### config.mk
export PLATFORM = sky130hd
export DESIGN_NAME = csl_config_select
export DESIGN_NICKNAME = d
export VERILOG_FILES = /design/src/inc/csl_pkg.sv /design/src/core/csl_lock_arbiter.sv /design/src/core/csl_config_select.sv
export SDC_FILE = /design/constraint.sdc
export NUM_CORES = 1
export LEC_CHECK = 0
export ABC_AREA = 0
export BUFFER_PORTS_ARGS = -buffer_cell sky130_fd_sc_hd__buf_2
export CORE_MARGIN = 1.5
export CORE_UTILIZATION = 60
export CTS_CLUSTER_SIZE = 8
export DETAILED_ROUTE_END_ITERATION = 8
export PLACE_DENSITY = 0.8
export SYNTH_ARGS = -nofsm -noshare
export SYNTH_HDL_FRONTEND = slang
export SYNTH_SLANG_ARGS = --single-unit
export TNS_END_PERCENT = 10
### constraint.sdc
create_clock -name i_clk -period 3.52 [get_ports i_clk]
set_input_delay 0.352 -clock i_clk [delete_from_list [all_inputs] [get_ports i_clk]]
set_output_delay 0.352 -clock i_clk [all_outputs]
set_load 0.05 [all_outputs]
### src/inc/csl_pkg.sv
// csl_pkg: shared constants and carrier types of the configuration source selector
// assumes a 7-bit byte-addressed host bus with byte and word access modes
package csl_pkg;

    ////////////////////////////////////////////////////////////////////////////////
    // register byte offsets
    localparam logic [6:0] CSL_OFF_STATUS     = 7'h04;
    localparam logic [6:0] CSL_OFF_LBA_LO     = 7'h10;
    localparam logic [6:0] CSL_OFF_LBA_HI     = 7'h12;
    localparam logic [6:0] CSL_OFF_CNT_CMD    = 7'h14;
    localparam logic [6:0] CSL_OFF_CONTROL    = 7'h18;
    localparam logic [6:0] CSL_OFF_BUF_BASE   = 7'h40;

    ////////////////////////////////////////////////////////////////////////////////
    // status word bit positions
    localparam int CSL_ST_CHAIN_LOCK  = 0;
    localparam int CSL_ST_HOST_LOCK   = 1;
    localparam int CSL_ST_BUF_READY   = 5;
    localparam int CSL_ST_CARD_READY  = 8;

    ////////////////////////////////////////////////////////////////////////////////
    // command codes and sizes
    localparam logic [7:0] CSL_CMD_SECTOR_READ = 8'h03;
    localparam int         CSL_LBA_BITS        = 28;
    localparam int         CSL_BUF_WORDS       = 16;
    localparam int         CSL_IMG_BITS        = 3;

    ////////////////////////////////////////////////////////////////////////////////
    // control word layout, low byte at 18h, high byte at 19h
    typedef struct packed {
        logic [4:0] reserved;
        logic [2:0] image_address;
        logic       chain_controller_reset;
        logic       source_select;
        logic       config_start_request;
        logic       config_mode_select;
        logic       mode_select_override;
        logic       image_address_override;
        logic       lock_request;
        logic       lock_force_release;
    } csl_control_t;

    localparam csl_control_t CSL_CONTROL_RST = '0;

    // which interface drives the target chain
    typedef struct packed {
        logic card;
        logic host;
        logic test;
    } csl_route_t;

    localparam csl_route_t CSL_ROUTE_IDLE = '0;

    // lock arbiter states
    typedef enum logic [1:0] {
        CSL_LOCK_FREE,
        CSL_LOCK_HOST,
        CSL_LOCK_CHAIN
    } csl_lock_state_t;

endpackage

### src/core/csl_lock_arbiter.sv
// csl_lock_arbiter: one-owner lock on the flash card between host and chain controller
// assumes requests are levels synchronous to i_clk
`timescale 1ns/1ps
module csl_lock_arbiter
    import csl_pkg::*;
(
    input  wire logic i_clk,
    input  wire logic i_sys_rst,
    input  wire logic i_host_req,
    input  wire logic i_chain_req,
    input  wire logic i_chain_hold,
    input  wire logic i_force_release,
    output logic      o_host_grant,
    output logic      o_chain_grant
);

    csl_lock_state_t state_q;

    ////////////////////////////////////////////////////////////////////////////////
    // grant held until released or forced free
    always_ff @(posedge i_clk) begin
        if (i_sys_rst) begin
            state_q <= CSL_LOCK_FREE;
        end else begin
            case (state_q)
                CSL_LOCK_FREE: begin
                    if (i_host_req) begin
                        state_q <= CSL_LOCK_HOST;
                    end else if (i_chain_req && !i_chain_hold) begin
                        state_q <= CSL_LOCK_CHAIN;
                    end
                end
                CSL_LOCK_HOST: begin
                    if (!i_host_req) begin
                        state_q <= CSL_LOCK_FREE;
                    end
                end
                CSL_LOCK_CHAIN: begin
                    if (i_force_release || !i_chain_req) begin
                        state_q <= CSL_LOCK_FREE;
                    end
                end
                default: begin
                    state_q <= CSL_LOCK_FREE;
                end
            endcase
        end
    end

    // one owner at most
    assign o_host_grant  = (state_q == CSL_LOCK_HOST);
    assign o_chain_grant = (state_q == CSL_LOCK_CHAIN);

endmodule

### src/core/csl_config_select.sv
// csl_config_select: configuration source selection, flash card lock and sector read buffer
// assumes host bus strobes are one-cycle pulses synchronous to i_clk
//
// Function
// - register defaults select flash card as source when mode pin is 1
// - mode from pin or register bit
// - image address from pins unless overridden
// - mode override picks register mode bit
// - chain reset from reset pin or bit
// - mode1 select0: card configures after reset
// - mode0 select0 start1: card after start
// - mode1 select1 start1: host port source
// - mode1 select1: host port any start before done
// - mode1 start0 after done: test port drives chain
// - lock request bit1, granted status bit1
// - status bit0 shows chain lock held
// - chain reset bit plus force frees chain lock
// - sector address little endian, 28 bits
// - command 03h at 15h starts read
// - 16-word buffer mirrored over 40h-7Fh
// - pointer advances odd byte or word read
// - card ready at status byte 05h bit0
// - buffer ready in status bit5 and pin
`timescale 1ns/1ps
module csl_config_select
    import csl_pkg::*;
#(
    parameter int BUF_WORDS = CSL_BUF_WORDS
) (
    input  wire logic                    i_clk,
    input  wire logic                    i_sys_rst,
    input  wire logic                    i_dev_rst_pin,
    input  wire logic                    i_mode_select_pin,
    input  wire logic [CSL_IMG_BITS-1:0] i_image_address_select,
    input  wire logic [6:0]              i_mpu_addr,
    input  wire logic [15:0]             i_mpu_wdata,
    input  wire logic                    i_mpu_wr,
    input  wire logic                    i_mpu_rd,
    input  wire logic                    i_mpu_word_mode,
    output logic      [15:0]             o_mpu_rdata,
    input  wire logic                    i_chain_lock_req,
    output logic                         o_chain_lock_grant,
    input  wire logic                    i_chain_cfg_done,
    input  wire logic                    i_card_command_ready,
    output logic                         o_card_read_start,
    output logic      [CSL_LBA_BITS-1:0] o_card_lba,
    output logic      [7:0]              o_card_count,
    input  wire logic                    i_card_wvalid,
    input  wire logic [15:0]             i_card_wdata,
    output logic                         o_card_wready,
    output logic                         o_buffer_ready_pin,
    output logic                         o_chain_controller_reset,
    output logic                         o_config_mode_select,
    output logic      [CSL_IMG_BITS-1:0] o_image_address,
    output csl_route_t                   o_route
);

    localparam int PW = $clog2(BUF_WORDS);

    ////////////////////////////////////////////////////////////////////////////////
    // decode helpers
    function automatic logic is_buffer(input logic [6:0] addr);
        is_buffer = (addr[6:0] >= CSL_OFF_BUF_BASE);
    endfunction

    function automatic logic hits(input logic [6:0] addr, input logic [6:0] off);
        hits = (addr[6:1] == off[6:1]);
    endfunction

    csl_control_t           ctrl_q;
    logic [31:0]            lba_q;
    logic [15:0]            cnt_cmd_q;
    logic [15:0]            fifo_q [BUF_WORDS];
    logic [PW-1:0]          wr_ptr_q;
    logic [PW-1:0]          rd_ptr_q;
    logic [PW:0]            count_q;
    logic                   buf_ready_q;
    logic                   cfg_done_q;
    logic                   host_grant;
    logic                   chain_grant;
    logic                   wr_lo;
    logic                   wr_hi;
    logic [7:0]             d_lo;
    logic [7:0]             d_hi;
    logic                   push;
    logic                   pop;
    logic                   chain_rst;
    logic                   mode_eff;
    logic [15:0]            status_w;
    logic [15:0]            word_rd;
    csl_route_t             route_d;

    ////////////////////////////////////////////////////////////////////////////////
    // byte lane steering for byte and word mode
    assign wr_lo = i_mpu_wr && (i_mpu_word_mode || !i_mpu_addr[0]);
    assign wr_hi = i_mpu_wr && (i_mpu_word_mode || i_mpu_addr[0]);
    assign d_lo  = i_mpu_wdata[7:0];
    assign d_hi  = i_mpu_word_mode ? i_mpu_wdata[15:8] : i_mpu_wdata[7:0];

    ////////////////////////////////////////////////////////////////////////////////
    // control word
    always_ff @(posedge i_clk) begin
        if (i_sys_rst) begin
            ctrl_q <= CSL_CONTROL_RST;
        end else if (hits(i_mpu_addr, CSL_OFF_CONTROL) && !is_buffer(i_mpu_addr)) begin
            if (wr_lo) begin
                ctrl_q[7:0] <= d_lo;
            end
            if (wr_hi) begin
                ctrl_q[15:8] <= {5'h00, d_hi[2:0]};
            end
        end
    end

    ////////////////////////////////////////////////////////////////////////////////
    // sector address, 28 bits used
    always_ff @(posedge i_clk) begin
        if (i_sys_rst) begin
            lba_q <= 32'h0000_0000;
        end else begin
            if (hits(i_mpu_addr, CSL_OFF_LBA_LO)) begin
                if (wr_lo) begin
                    lba_q[7:0] <= d_lo;
                end
                if (wr_hi) begin
                    lba_q[15:8] <= d_hi;
                end
            end
            if (hits(i_mpu_addr, CSL_OFF_LBA_HI)) begin
                if (wr_lo) begin
                    lba_q[23:16] <= d_lo;
                end
                if (wr_hi) begin
                    lba_q[31:24] <= {4'h0, d_hi[3:0]};
                end
            end
        end
    end

    ////////////////////////////////////////////////////////////////////////////////
    // sector count and command word
    always_ff @(posedge i_clk) begin
        if (i_sys_rst) begin
            cnt_cmd_q <= 16'h0000;
        end else if (hits(i_mpu_addr, CSL_OFF_CNT_CMD)) begin
            if (wr_lo) begin
                cnt_cmd_q[7:0] <= d_lo;
            end
            if (wr_hi) begin
                cnt_cmd_q[15:8] <= d_hi;
            end
        end
    end

    ////////////////////////////////////////////////////////////////////////////////
    // sector read launch, one pulse per accepted command
    always_ff @(posedge i_clk) begin
        if (i_sys_rst) begin
            o_card_read_start <= 1'b0;
        end else begin
            o_card_read_start <= wr_hi && hits(i_mpu_addr, CSL_OFF_CNT_CMD)
                                 && (d_hi == CSL_CMD_SECTOR_READ)
                                 && host_grant && i_card_command_ready;
        end
    end

    // card side sees the programmed address and count
    assign o_card_lba   = lba_q[CSL_LBA_BITS-1:0];
    assign o_card_count = cnt_cmd_q[7:0];

    ////////////////////////////////////////////////////////////////////////////////
    // lock arbiter
    csl_lock_arbiter u_lock (
        .i_clk           (i_clk),
        .i_sys_rst       (i_sys_rst),
        .i_host_req      (ctrl_q.lock_request),
        .i_chain_req     (i_chain_lock_req),
        .i_chain_hold    (chain_rst),
        .i_force_release (ctrl_q.chain_controller_reset && ctrl_q.lock_force_release),
        .o_host_grant    (host_grant),
        .o_chain_grant   (chain_grant)
    );

    assign o_chain_lock_grant = chain_grant;

    ////////////////////////////////////////////////////////////////////////////////
    // data buffer push and pop
    assign o_card_wready = (count_q != (PW+1)'(BUF_WORDS)) && !buf_ready_q;
    assign push          = i_card_wvalid && o_card_wready;
    assign pop           = i_mpu_rd && is_buffer(i_mpu_addr) && (count_q != '0)
                           && (i_mpu_word_mode || i_mpu_addr[0]);

    // word storage
    always_ff @(posedge i_clk) begin
        if (push) begin
            fifo_q[wr_ptr_q] <= i_card_wdata;
        end
    end

    // pointers and fill level
    always_ff @(posedge i_clk) begin
        if (i_sys_rst) begin
            wr_ptr_q <= '0;
            rd_ptr_q <= '0;
            count_q  <= '0;
        end else begin
            if (push) begin
                wr_ptr_q <= wr_ptr_q + 1'b1;
            end
            if (pop) begin
                rd_ptr_q <= rd_ptr_q + 1'b1;
            end
            case ({push, pop})
                2'b10:   count_q <= count_q + 1'b1;
                2'b01:   count_q <= count_q - 1'b1;
                default: count_q <= count_q;
            endcase
        end
    end

    // ready from full until drained empty
    always_ff @(posedge i_clk) begin
        if (i_sys_rst) begin
            buf_ready_q <= 1'b0;
        end else if (push && (count_q == (PW+1)'(BUF_WORDS - 1))) begin
            buf_ready_q <= 1'b1;
        end else if (pop && (count_q == (PW+1)'(1))) begin
            buf_ready_q <= 1'b0;
        end
    end

    assign o_buffer_ready_pin = buf_ready_q;

    ////////////////////////////////////////////////////////////////////////////////
    // status word
    always_comb begin
        status_w                    = 16'h0000;
        status_w[CSL_ST_CHAIN_LOCK] = chain_grant;
        status_w[CSL_ST_HOST_LOCK]  = host_grant;
        status_w[CSL_ST_BUF_READY]  = buf_ready_q;
        status_w[CSL_ST_CARD_READY] = i_card_command_ready;
    end

    // read word select, unmapped reads zero
    always_comb begin
        word_rd = 16'h0000;
        if (is_buffer(i_mpu_addr)) begin
            word_rd = fifo_q[rd_ptr_q];
        end else if (hits(i_mpu_addr, CSL_OFF_STATUS)) begin
            word_rd = status_w;
        end else if (hits(i_mpu_addr, CSL_OFF_LBA_LO)) begin
            word_rd = lba_q[15:0];
        end else if (hits(i_mpu_addr, CSL_OFF_LBA_HI)) begin
            word_rd = lba_q[31:16];
        end else if (hits(i_mpu_addr, CSL_OFF_CNT_CMD)) begin
            word_rd = cnt_cmd_q;
        end else if (hits(i_mpu_addr, CSL_OFF_CONTROL)) begin
            word_rd = ctrl_q;
        end
    end

    // registered read data, byte mode on low lane
    always_ff @(posedge i_clk) begin
        if (i_sys_rst) begin
            o_mpu_rdata <= 16'h0000;
        end else if (i_mpu_rd) begin
            if (i_mpu_word_mode) begin
                o_mpu_rdata <= word_rd;
            end else begin
                o_mpu_rdata <= {8'h00, i_mpu_addr[0] ? word_rd[15:8] : word_rd[7:0]};
            end
        end
    end

    ////////////////////////////////////////////////////////////////////////////////
    // mode and chain reset
    assign mode_eff  = ctrl_q.mode_select_override ? ctrl_q.config_mode_select
                                                   : i_mode_select_pin;
    assign chain_rst = i_dev_rst_pin || ctrl_q.chain_controller_reset;

    // configuration finished flag, cleared by chain reset
    always_ff @(posedge i_clk) begin
        if (i_sys_rst) begin
            cfg_done_q <= 1'b0;
        end else if (chain_rst) begin
            cfg_done_q <= 1'b0;
        end else if (i_chain_cfg_done) begin
            cfg_done_q <= 1'b1;
        end
    end

    ////////////////////////////////////////////////////////////////////////////////
    // source selection table
    always_comb begin
        route_d = CSL_ROUTE_IDLE;
        if (chain_rst) begin
            route_d = CSL_ROUTE_IDLE;
        end else if (mode_eff) begin
            if (!ctrl_q.config_start_request && cfg_done_q) begin
                route_d.test = 1'b1;
            end else if (ctrl_q.source_select) begin
                route_d.host = 1'b1;
            end else if (!cfg_done_q) begin
                route_d.card = 1'b1;
            end
        end else if (!ctrl_q.source_select && ctrl_q.config_start_request && !cfg_done_q) begin
            route_d.card = 1'b1;
        end
    end

    // registered routing outputs
    always_ff @(posedge i_clk) begin
        if (i_sys_rst) begin
            o_route                  <= CSL_ROUTE_IDLE;
            o_chain_controller_reset <= 1'b1;
            o_config_mode_select     <= 1'b0;
            o_image_address          <= '0;
        end else begin
            o_route                  <= route_d;
            o_chain_controller_reset <= chain_rst;
            o_config_mode_select     <= mode_eff;
            o_image_address          <= ctrl_q.image_address_override
                                        ? ctrl_q.image_address
                                        : i_image_address_select;
        end
    end

endmodule

Word-level counts from Yosys, hierarchy flattened. Memory sizes are Yosys's and may differ from the RTL's. A register that Yosys moved wholly into a read port is not among the register bits. Cells that the tools add are included.

Bitwise gates (word level): 1. Reduce and logical (&&, ||, !) cells: 47. Add/subtract/negate cells: 4. Mux-type cells: 30. Equality and inequality tests: 16. $lt $le $gt $ge: 1.

Operators with widths (number): 16-bit 2-to-1 mux (6); 6-bit by 4-bit == test with 1-bit output (second input constant) (4); 1-bit logical AND (19); 8-bit 2-to-1 mux (2); 2-bit AND reduction (8); 1-bit 2-to-1 mux (11); 11-bit 2-to-1 mux (1); 2-bit 2-to-1 mux (5); 5-bit one-hot mux with 2 select lines (1); 4-bit by 1-bit adder with 4-bit output (second input constant) (2); 8-bit by 2-bit == test with 1-bit output (second input constant) (1); 1-bit zero test (8); 4-bit 2-to-1 mux (2); 7-bit >= comparator (second input constant) (1); 6-bit by 2-bit == test with 1-bit output (second input constant) (1); 2-bit one-hot mux with 3 select lines (1); 5-bit by 1-bit adder with 5-bit output (second input constant) (1); 5-bit by 1-bit == test with 1-bit output (second input constant) (1); 5-bit by 4-bit == test with 1-bit output (second input constant) (1); 5-bit != test (second input constant) (1); 5-bit nonzero test (1); 5-bit by 1-bit subtractor with 5-bit output (second input constant) (1); 2-bit by 1-bit == test with 1-bit output (second input constant) (2); 2-bit == test (second input constant) (2); other kinds (12) (16).

Output and inout port bits: 64. Word-level logic and storage cells: 129. Flip-flop bits (word level): 97. Bits in writable memories: 256. Memories kept: 1. Bits of input ports: 53.

Memories: fifo_q (words 16, width 16, read ports 1, clocked after Yosys merged registers in 1, wr ports 1, RTL line csl_config_select.sv:73) `logic [15:0] fifo_q [BUF_WORDS];`.

Logic depth before layout (Yosys ltp). Gate-level depths: netlist of run 1.

Depth after elaboration: 9. Gate-level depth with buffers: 12. Depth with buffers taken out: 10.

By module. Synthesis of run 1 repeated with hierarchy kept, for this count alone.

Cells, all modules: 1057. Area, all modules: 14670.3 um^2.

Modules (own cells, without submodules): csl_config_select (seq. area each 9669.3 um^2, area each 14585.2 um^2, cells an instance 1048, times used 1); csl_lock_arbiter (seq. area each 40.0 um^2, area each 85.1 um^2, cells an instance 9, times used 1).

Least setup slack after synthesis of run 1. Ideal clock, no wire load.

Kind: reg-to-reg. Start: register count_q[0]. End: memory fifo_q[3][0] (enable). Arrival time: 3.447 ns. Path buffers: 1. Path slack: -0.336 ns. Data required time: 3.111 ns. Library setup time: 0.409 ns. Period minus slack after synthesis: 3.856 ns. Stages on the path, launching flop included: 8. Path through: dfxtp_1 inv_1 ha_1 a31oi_1 and2_1 clkbuf_1 nand2_1 nor3_1.

Longest elaborated chain between the ends: 5.

RTL lines: start, declared (RTL line csl_config_select.sv:76) `logic [PW:0] count_q;`; start signal, assigned (RTL line csl_config_select.sv:214) `2'b10: count_q <= count_q + 1'b1;`; start signal, assigned (RTL line csl_config_select.sv:215) `2'b01: count_q <= count_q - 1'b1;`; start signal, assigned (RTL line csl_config_select.sv:216) `default: count_q <= count_q;`; 5-bit != test (RTL line csl_config_select.sv:188) `assign o_card_wready = (count_q != (PW+1)'(BUF_WORDS)) && !buf_ready_q;`; 1-bit logical AND (RTL line csl_config_select.sv:188); via o_card_wready (RTL line csl_config_select.sv:50) `output logic o_card_wready,`; 1-bit logical AND (RTL line csl_config_select.sv:189) `assign push = i_card_wvalid && o_card_wready;`; 1-bit 2-to-1 mux (RTL line csl_config_select.sv:195) `if (push) begin`; 1-bit 2-to-1 mux (implied by the code) (RTL line csl_config_select.sv:196) `fifo_q[wr_ptr_q] <= i_card_wdata;`; end, declared (RTL line csl_config_select.sv:73).

The timed path passes the listed nets, and every way through them passes these cells.

==> results_dict.tcl, run 1 <==
set metrics [dict create \
    run_status "completed" \
    synth_largest_type_area_fraction 0.528 \
    crit_path_end "o_mpu_rdata[3]" \
    finish.net_count 1163 \
    num_rows 56 \
    critical-path-slowest-cell "dfxtp_2" \
    die_area_mm2 0.0252 \
    cell_internal_pwr_mw 7.43 \
    period_needed_ps 2720 \
    die_x_um 159 \
    postCtsSetupRepairBufs 0 \
    report.final.hold_viol_count 0 \
    synth.yosys.seq_area_share 0.667 \
    final-seq-area_mm2 0.00972 \
    fmax_mhz 367 \
    cpLargestDelayFamily "compound AO/OA/AOI/OAI gates" \
    worst_pin_slew_ps 1100 \
    power_per_cell_area_mw_per_mm2 569 \
    power.sequential.fraction 0.486 \
    core-area_mm2 0.0236 \
    slew_viol_final 0 \
    clock-root-buffer "clkbuf_16" \
    worst_r2r_path_depth 6 \
    pin_count 117 \
    synthDominantAreaCellType "edfxtp_1" \
    antenna_found_initial 1 \
    dp.final_hpwl_mm 22.6 \
    clk-insertion-delay-late_ps 550 \
    synth_area_mm2 0.0146 \
    largest_net_degree_at_the_start_of_global_routing 59 \
    rsz0062_at_grt "no" \
    finalInstanceArea_mm2 0.0168 \
    switching_power_mw 2.12 \
    crit_fanout 23 \
    worstPathCellList "nor2b_1 -> a22oi_1 -> nand3_1 -> o21ai_0 -> a311oi_1 -> a2111oi_1" \
    synth_top_cells_by_area "edfxtp_1 (53%), dfxtp_1 (14%), mux4_2 (7.3%), mux2i_1 (7.1%), nor2_1 (3.0%)" \
    cp_data_arrival_time_ps 3090 \
    numCtsBuffers 50 \
    detail_route.wl_per_cell_um 24.7 \
    die_height_um 159 \
    clock-skew-final_ps 21.2 \
    most-common-layout-cells "edfxtp_1 (256), nor2_1 (118), buf_2 (116)" \
    layout_commonest_cell "edfxtp_1" \
    min_path_type "input pin to flop" \
    antenna-diode-count 0 \
    cap_violations 0 \
    gpl.final_weighted_congestion 0.937 \
    synth_nets 1039 \
    clock_sinks 357 \
    post_route_cells_drive_above_1_share 0.238 \
    cellLeakagePower_nw 5.89 \
    critPathMaxStageDelay_ps 780 \
    grtUsageTotal 0.285 \
    routed_via_density 6.27 \
    power_switching_share 0.222 \
    route.vias.total 9048 \
    hold_path.startpoint "i_chain_cfg_done" \
    detail-route-antenna-nets 0 \
    htree_levels 2 \
    drt_wl_total_mm 35.6 \
    synth-edff-count 256 \
    critical_path.endpoint_type "flop" \
    share_comb_of_total_power 0.067 \
    fin_crit_sh 0.774 \
    worst_setup_hold_path_clk_slew_ps 50 \
    post_synth.cell_area_avg_um2 14.9 \
    setup.reg_to_reg.worst_slack_ps 800 \
    layout-area-overhead-vs-synth_pct 15.2 \
    yosysWarningCount 0 \
    crit_buf_inv 0 \
    cts-hold-fix-buffers 0 \
    worst-path-stages 6 \
    setup_violations 0 \
    drtIter0Drc 1297 \
    initial_core_util 0.616 \
    multiInputGateArea_mm2 0.00441 \
    ys_ff_latch 357 \
    grt_pass1_wl_mm 54.1 \
    power.clock.fraction 0.447 \
    timing.critical_path.from_type "flop" \
    detail_route.drc_violations 0 \
    synthCells 975 \
    slew_headroom 0.265 \
    timing.critical_path.required_ps 3890 \
    grt.overflow.total 0 \
    worstSetupPathType "flop to flop" \
    post_dp_cell_area_mm2 0.0154 \
    num-fill-cells 1488 \
    hold-worst-slack_ps 27.1 \
    post_cts.resized_instances 0 \
    endpoint_of_the_most_critical_register_to_register_path "o_mpu_rdata[3]" \
    ys_async_sr_fraction 0 \
    drt_pre_antenna_iters 5 \
    peakVddDrop_mv 0.426 \
    synth.distinct_cells 60 \
    clk_path_buf_depth 3 \
    postSynth.topFlopCell "edfxtp_1" \
    tritoncts "done" \
    first_global_vias 9147 \
    placement.io_buffers 116 \
]
## worst min-delay path by stage
stage                           to  slack (ps)  cells past startpoint
detailed placement      o_route[2]         470                      1
finish                  cfg_done_q          30                      3
global route            cfg_done_q          40                      3
floorplan               o_route[2]         430                      1
global placement    o_mpu_rdata[5]         450                      2
CTS                     cfg_done_q          20                      3
## cell type report
cell class                      instances  share of cell area
Multi-Input combinational cell        528               0.263
Timing Repair Buffer                  142              0.0463
Clock buffer                           74              0.0806
Clock inverter                          2             0.00231
Inverter                               20             0.00448
Tap cell                              319              0.0238
Sequential cell                       357               0.579
## routing by layer
metal | vias up | global-route usage | share of wire
met5 | - | 0 | 0
met4 | 0 | 0.126 | 0.038
met3 | 99 | 0.0593 | 0.089
met2 | 510 | 0.464 | 0.48
met1 | 4461 | 0.374 | 0.39
li1 | 3978 | - | -
## sequential cells by signal (all words and copies together) (netlist names), named ones only
name                      count
fifo_q                      256
cnt_cmd_q                    16
o_image_address               3
wr_ptr_q                      4
o_config_mode_select          1
rd_ptr_q                      4
o_card_read_start             1
lba_q                        28
o_mpu_rdata                  16
o_route                       3
o_buffer_ready_pin            1
ctrl_q                       11
cfg_done_q                    1
u_lock.state_q                2
count_q                       5
o_chain_controller_reset      1
## synthesized netlist by cell type, drive strengths merged (18+ instances only)
library cell  number
nand2             26
nor2             120
edfxtp           256
a22oi             18
mux4              47
inv               19
mux2i            103
clkbuf            26
dfxtp            101
a21oi             20
buf               44
## tightest hold or removal path: cells and delay by family
family	cells	cell delay, ps
buffers and inverters	1	70
AND/OR/NAND/NOR	2	110
## stage by stage
stage | total power [mW] | setup TNS, ps | cells | util | worst slack (ps)
2_1_floorplan | 5.13 | -14470 | 975 | - | -302
3_3_place_gp | 5.33 | 0 | 1366 | 0.651 | 891
3_5_place_dp | 5.34 | 0 | 1366 | 0.651 | 681
4_1_cts | 9.57 | 0 | 1442 | 0.710 | 812
5_1_grt | 9.82 | 0 | 1442 | 0.710 | 647
6_report | 9.55 | 0 | 1442 | 0.710 | 796
## cells by family (layout without fill, tap and decap cells)
logic type / Yosys count / in the layout / synth area share
AO/OA/AOI/OAI: 128 / 128 / 0.0653
multiplexers: 155 / 155 / 0.147
buffers and inverters: 90 / 238 / 0.0313
adder cells (fa/ha/maj): 11 / 11 / 0.00945
flip-flops: 357 / 357 / 0.667
XOR/XNOR: 9 / 9 / 0.00542
AND/OR/NAND/NOR: 225 / 225 / 0.0741
## power groups by stage
| stage | registers (mW) | logic (mW) | clock network, mW |
|---|---|---|---|
| 2_1_floorplan | 4.74 | 0.395 | 0 |
| 3_3_place_gp | 4.71 | 0.611 | 0 |
| 3_5_place_dp | 4.72 | 0.622 | 0 |
| 4_1_cts | 4.64 | 0.632 | 4.30 |
| 5_1_grt | 4.65 | 0.683 | 4.50 |
| 6_report | 4.64 | 0.638 | 4.27 |
No activity file was read; power rests on OpenSTA's default activity.
==> run 2, diff against run 1 <==
==> constraint.sdc (replaced) <==
create_clock -name i_clk -period 2.75 [get_ports i_clk]
set_input_delay 0.275 -clock i_clk [delete_from_list [all_inputs] [get_ports i_clk]]
set_output_delay 0.275 -clock i_clk [all_outputs]
set_load 0.05 [all_outputs]
==> run 2 against run 1 <==
  * Setup slack got worse by 590 ps
  * Critical path depth rose by 1
  * Total power increased by 28%
  * Largest cell class unchanged
==> results_dict.tcl, run 2 (synthesis gave the netlist of run 1 again) <==
set metrics [dict create \
    layout_commonest_cell "edfxtp_1" \
    run_status "completed" \
    power_per_cell_area_mw_per_mm2 711 \
    cp_data_arrival_time_ps 2910 \
    setup_violations 0 \
    core-area_mm2 0.0236 \
    placement.io_buffers 116 \
    detail-route-antenna-nets 0 \
    numCtsBuffers 50 \
    detail_route.drc_violations 0 \
    drtIter0Drc 1128 \
    max_flop_register "fifo_q" \
    num_rows 56 \
    post_cts.resized_instances 0 \
    grtUsageTotal 0.288 \
    postCtsSetupRepairBufs 0 \
    rsz0062_at_grt "no" \
    first_global_vias 9118 \
    cap_violations 0 \
    peakVddDrop_mv 0.549 \
    slew_headroom 0.280 \
    worst_slack_ps 208 \
    most-common-layout-cells "edfxtp_1 (256), buf_2 (116), nor2_1 (106)" \
    timing.hold.worst_path_depth 2 \
    timing.hold.worst_endpoint "u_lock.state_q[1]" \
    initial_core_util 0.616 \
    hold_path.startpoint "i_chain_lock_req" \
    setup.reg_to_reg.worst_slack_ps 210 \
    worstSetupPathType "flop to flop" \
    antenna-diode-count 0 \
    period_needed_ps 2540 \
    grt.overflow.total 0 \
    detail_route.wl_per_cell_um 24.6 \
    clock-skew-final_ps 15.0 \
    routed_via_density 6.29 \
    largest_net_degree_at_the_start_of_global_routing 57 \
    die_x_um 159 \
    finish.net_count 1187 \
    setup_tns_ps 0 \
    clk-insertion-delay-late_ps 550 \
    slew_viol_final 0 \
    grt.met2_usage 0.480 \
    fin_crit_sh 0.924 \
    report.final.hold_viol_count 0 \
    dp.final_hpwl_mm 22.8 \
    largestRegisters "fifo_q: 256 flops, lba_q: 28 flops" \
    cts-hold-fix-buffers 4 \
    route.vias.total 9159 \
    worst_pin_slew_ps 1080 \
    endpoint_of_the_most_critical_register_to_register_path "o_mpu_rdata[3]" \
    timing.critical_path.from_type "flop" \
    drt_wl_total_mm 35.8 \
    grt-busiest-layer "met2" \
    fmax_mhz 393 \
    gpl.final_weighted_congestion 0.951 \
    crit_fanout 28 \
    clk_path_buf_depth 3 \
    clock-root-buffer "clkbuf_16" \
    grt_pass1_wl_mm 54.2 \
    pin_count 117 \
    global_route.usage.met3 0.0562 \
    die_height_um 159 \
    die_area_mm2 0.0252 \
    drt_pre_antenna_iters 8 \
    timing.critical_path.required_ps 3120 \
    largest_register_ffs 256 \
    layout-area-overhead-vs-synth_pct 17.7 \
    critical_path.endpoint_type "flop" \
    placement.setup.worst_slack_ps 275 \
    gr-usage-met1 0.372 \
    htree_levels 2 \
    min_path_type "input pin to flop" \
    tritoncts "done" \
    antenna_found_initial 0 \
    cellLeakagePower_nw 6.02 \
    worst_setup_hold_path_clk_slew_ps 50 \
    post_route_cells_drive_above_1_share 0.265 \
    worst_r2r_path_depth 7 \
    clock_sinks 357 \
]
[run 2: worst max path at each step]
stage,from,end,slack [ps],depth (start not counted)
after floorplan,count_q[0],fifo_q[7][0],60,7
final,flop,o_mpu_rdata[3],210,7
after detailed placement,flop,o_mpu_rdata[11],280,7
after CTS,flop,o_mpu_rdata[3],230,7
after global placement,flop,o_mpu_rdata[3],340,7
after global routing,flop,o_mpu_rdata[1],90,7
[run 2: layout make-up]
type | instances | area (um^2)
sequential | 357 | 9720
multi-input combinational | 528 | 4480
timing repair buffer | 166 | 1120
inverter | 20 | 75.1
fill | 1496 | 6470
clock inverter | 3 | 33.8
tap | 319 | 399
clock buffer | 62 | 1320
[run 2: worst max-delay path, cell delays in order, from the launching register on]
cell	delay, ps
dfxtp_4	510
buf_12	270
mux4_2	560
a22oi_1	220
nor2_1	60
a311oi_1	440
buf_4	210
a2111oi_1	70
[run 2: where the power goes]
group          internal [mW]  switching [mW]
Sequential              5.87          0.0593
Combinational          0.334           0.541
Clock                   3.30            2.08
Total                   9.50            2.68
[run 2: metrics by stage]
step                utilization  hold slack [ps]  power, mW  std cells  cell area, um^2
floorplan                     -              374       6.58        975            14600
global placement          0.667              454       6.86       1386            15700
detailed placement        0.667              451       6.88       1386            15700
CTS                       0.726             19.2       12.2       1455            17100
global route              0.726             32.9       12.5       1455            17100
finish                    0.726             28.9       12.2       1455            17100
[run 2: routing by layer]
metal	vias to the layer above	wire, um
met5	-	0
met4	0	1410
met3	95	3240
met2	514	17400
met1	4521	13700
li1	4029	-
==> run 3, diff against run 2 <==
--- a/config.mk
+++ b/config.mk
@@ -12,6 +12,7 @@
 export CTS_CLUSTER_SIZE = 8
 export DETAILED_ROUTE_END_ITERATION = 8
 export PLACE_DENSITY = 0.8
+export SETUP_SLACK_MARGIN = 0.02
 export SYNTH_ARGS = -nofsm -noshare
 export SYNTH_HDL_FRONTEND = slang
 export SYNTH_SLANG_ARGS = --single-unit
==> constraint.sdc (replaced) <==
create_clock -name i_clk -period 2.53 [get_ports i_clk]
set_input_delay 0.253 -clock i_clk [delete_from_list [all_inputs] [get_ports i_clk]]
set_output_delay 0.253 -clock i_clk [all_outputs]
set_load 0.05 [all_outputs]
==> run 3 against run 2 <==
  * Fmax grew 7.8%
  * Setup slack lost 36 ps
  * Highest routed layer is now met5
  * Utilization grew 1.2 points
  * Combinational power grew 15%
  * Final cell count grew 2.5%
==> results_dict.tcl, run 3 (synthesis gave the netlist of run 1 again) <==
set metrics [dict create \
    post_route_cells_drive_above_1_share 0.282 \
    finish.net_count 1213 \
    grt.overflow.total 0 \
    die_area_mm2 0.0252 \
    route.vias.total 9357 \
    rsz0062_at_grt "no" \
    finalNonFillerCells 1491 \
    largest_register_ffs 256 \
    placement.io_buffers 116 \
    core-area_mm2 0.0236 \
    slew_headroom 0.504 \
    max_flop_register "fifo_q" \
    die_x_um 159 \
    initial_core_util 0.616 \
    timing.critical_path.from_type "flop" \
    power_per_cell_area_mw_per_mm2 766 \
    count_of_placed_standard_cells_including_taps 1411 \
    setup_violations 0 \
    worst_pin_slew_ps 744 \
    run_status "completed" \
    timing.critical_path.required_ps 2910 \
    antenna-diode-count 0 \
    gpl.final_weighted_congestion 0.954 \
    drt_pre_antenna_iters 6 \
    detail_route.wl_per_cell_um 25.4 \
    htree_levels 2 \
    fin_crit_sh 0.932 \
    drtIter0Drc 1111 \
    min_path_type "input pin to flop" \
    period_needed_ps 2360 \
    fmax_mhz 424 \
    layout_commonest_cell "edfxtp_1" \
    cp_data_arrival_time_ps 2740 \
    first_global_vias 9743 \
    slew_viol_final 0 \
    worst_setup_hold_path_clk_slew_ps 50 \
    cellLeakagePower_nw 6.18 \
    clock_sinks 357 \
    cap_violations 0 \
    clk-insertion-delay-late_ps 550 \
    clk_path_buf_depth 3 \
    finalInstanceArea_mm2 0.0174 \
    largestRegisters "fifo_q: 256 flops, lba_q: 28 flops" \
    num_rows 56 \
    grtUsageTotal 0.307 \
    numCtsBuffers 50 \
    largest_net_degree_at_the_start_of_global_routing 72 \
    clock-root-buffer "clkbuf_16" \
    most-common-layout-cells "edfxtp_1 (256), buf_2 (115), nor2_1 (106)" \
    worstSetupPathType "flop to flop" \
    antenna_found_initial 1 \
    peakVddDrop_mv 0.676 \
    layout-area-overhead-vs-synth_pct 19.6 \
    total_power_mw 13.3 \
    postCtsSetupRepairBufs 0 \
    detail-route-antenna-nets 0 \
    die_height_um 159 \
    report.final.hold_viol_count 0 \
    placement.setup.worst_slack_ps 149 \
    post_dp_cell_area_mm2 0.0160 \
    routed_via_density 6.28 \
    num-fill-cells 1421 \
    critical_path.endpoint_type "flop" \
    pin_count 117 \
    drt_wl_total_mm 37.9 \
    tritoncts "done" \
    hold-worst-slack_ps 34.1 \
    detail_route.drc_violations 0 \
    dp.final_hpwl_mm 24.6 \
    grt_pass1_wl_mm 57.8 \
    crit_fanout 21 \
    clock-skew-final_ps 15.7 \
    worst_slack_ps 172 \
]
[run 3: critical path: stages, from the launching register on]
cell	delay (ps)
dfxtp_4	450
buf_12	220
buf_4	230
mux4_2	550
mux2i_1	270
nor2_1	110
a211oi_1	260
a2111oi_1	70
[run 3: per-stage QoR]
step            util  TNS, ps
6_report       0.737        0
4_1_cts        0.737        0
5_1_grt        0.737        0
2_1_floorplan      -    -9.92
3_5_place_dp   0.677        0
3_3_place_gp   0.677        0
[run 3: area by class of cell]
cell class | instances | area [um^2] | share of cell area
timing repair buffer | 192 | 1340 | 0.0770
tap | 319 | 399 | 0.0229
sequential | 357 | 9720 | 0.558
clock buffer | 71 | 1330 | 0.0764
inverter | 20 | 75.1 | 0.00431
multi-input combinational | 528 | 4510 | 0.259
clock inverter | 4 | 38.8 | 0.00223
[run 3: layer usage]
layer	share of wire	up-vias	global-route usage	wire length [um]
met4	0.041	2	0.148	1560
met5	0.00034	-	0	13
met3	0.097	123	0.0773	3660
met1	0.37	4621	0.381	14100
met2	0.49	538	0.505	18500
li1	-	4073	-	-
[run 3: worst paths after layout]
path                           to  slack, ps  depth (start not counted)       startpoint
setup reg to reg   o_mpu_rdata[4]        170                          7             flop
hold reg to reg   o_mpu_rdata[13]        460                          2  o_mpu_rdata[13]
setup / recovery   o_mpu_rdata[4]        170                          7             flop
hold / removal          ctrl_q[7]         30                          3   i_mpu_wdata[7]
[run 3: what timing repair did]
action | CTS | global route
endpoints found under the hold margin | 5 | 0
setup endpoints to repair | 0 | 32
hold buffers | 5 | 0
resized for setup | 0 | 4
[run 3: where the power goes]
part           internal [mW]  switching (mW)  leakage [nW]  total, mW
registers               6.37          0.0606          3.13       6.43
logic                  0.392           0.621          2.38       1.01
clock network           3.59            2.31         0.661       5.89
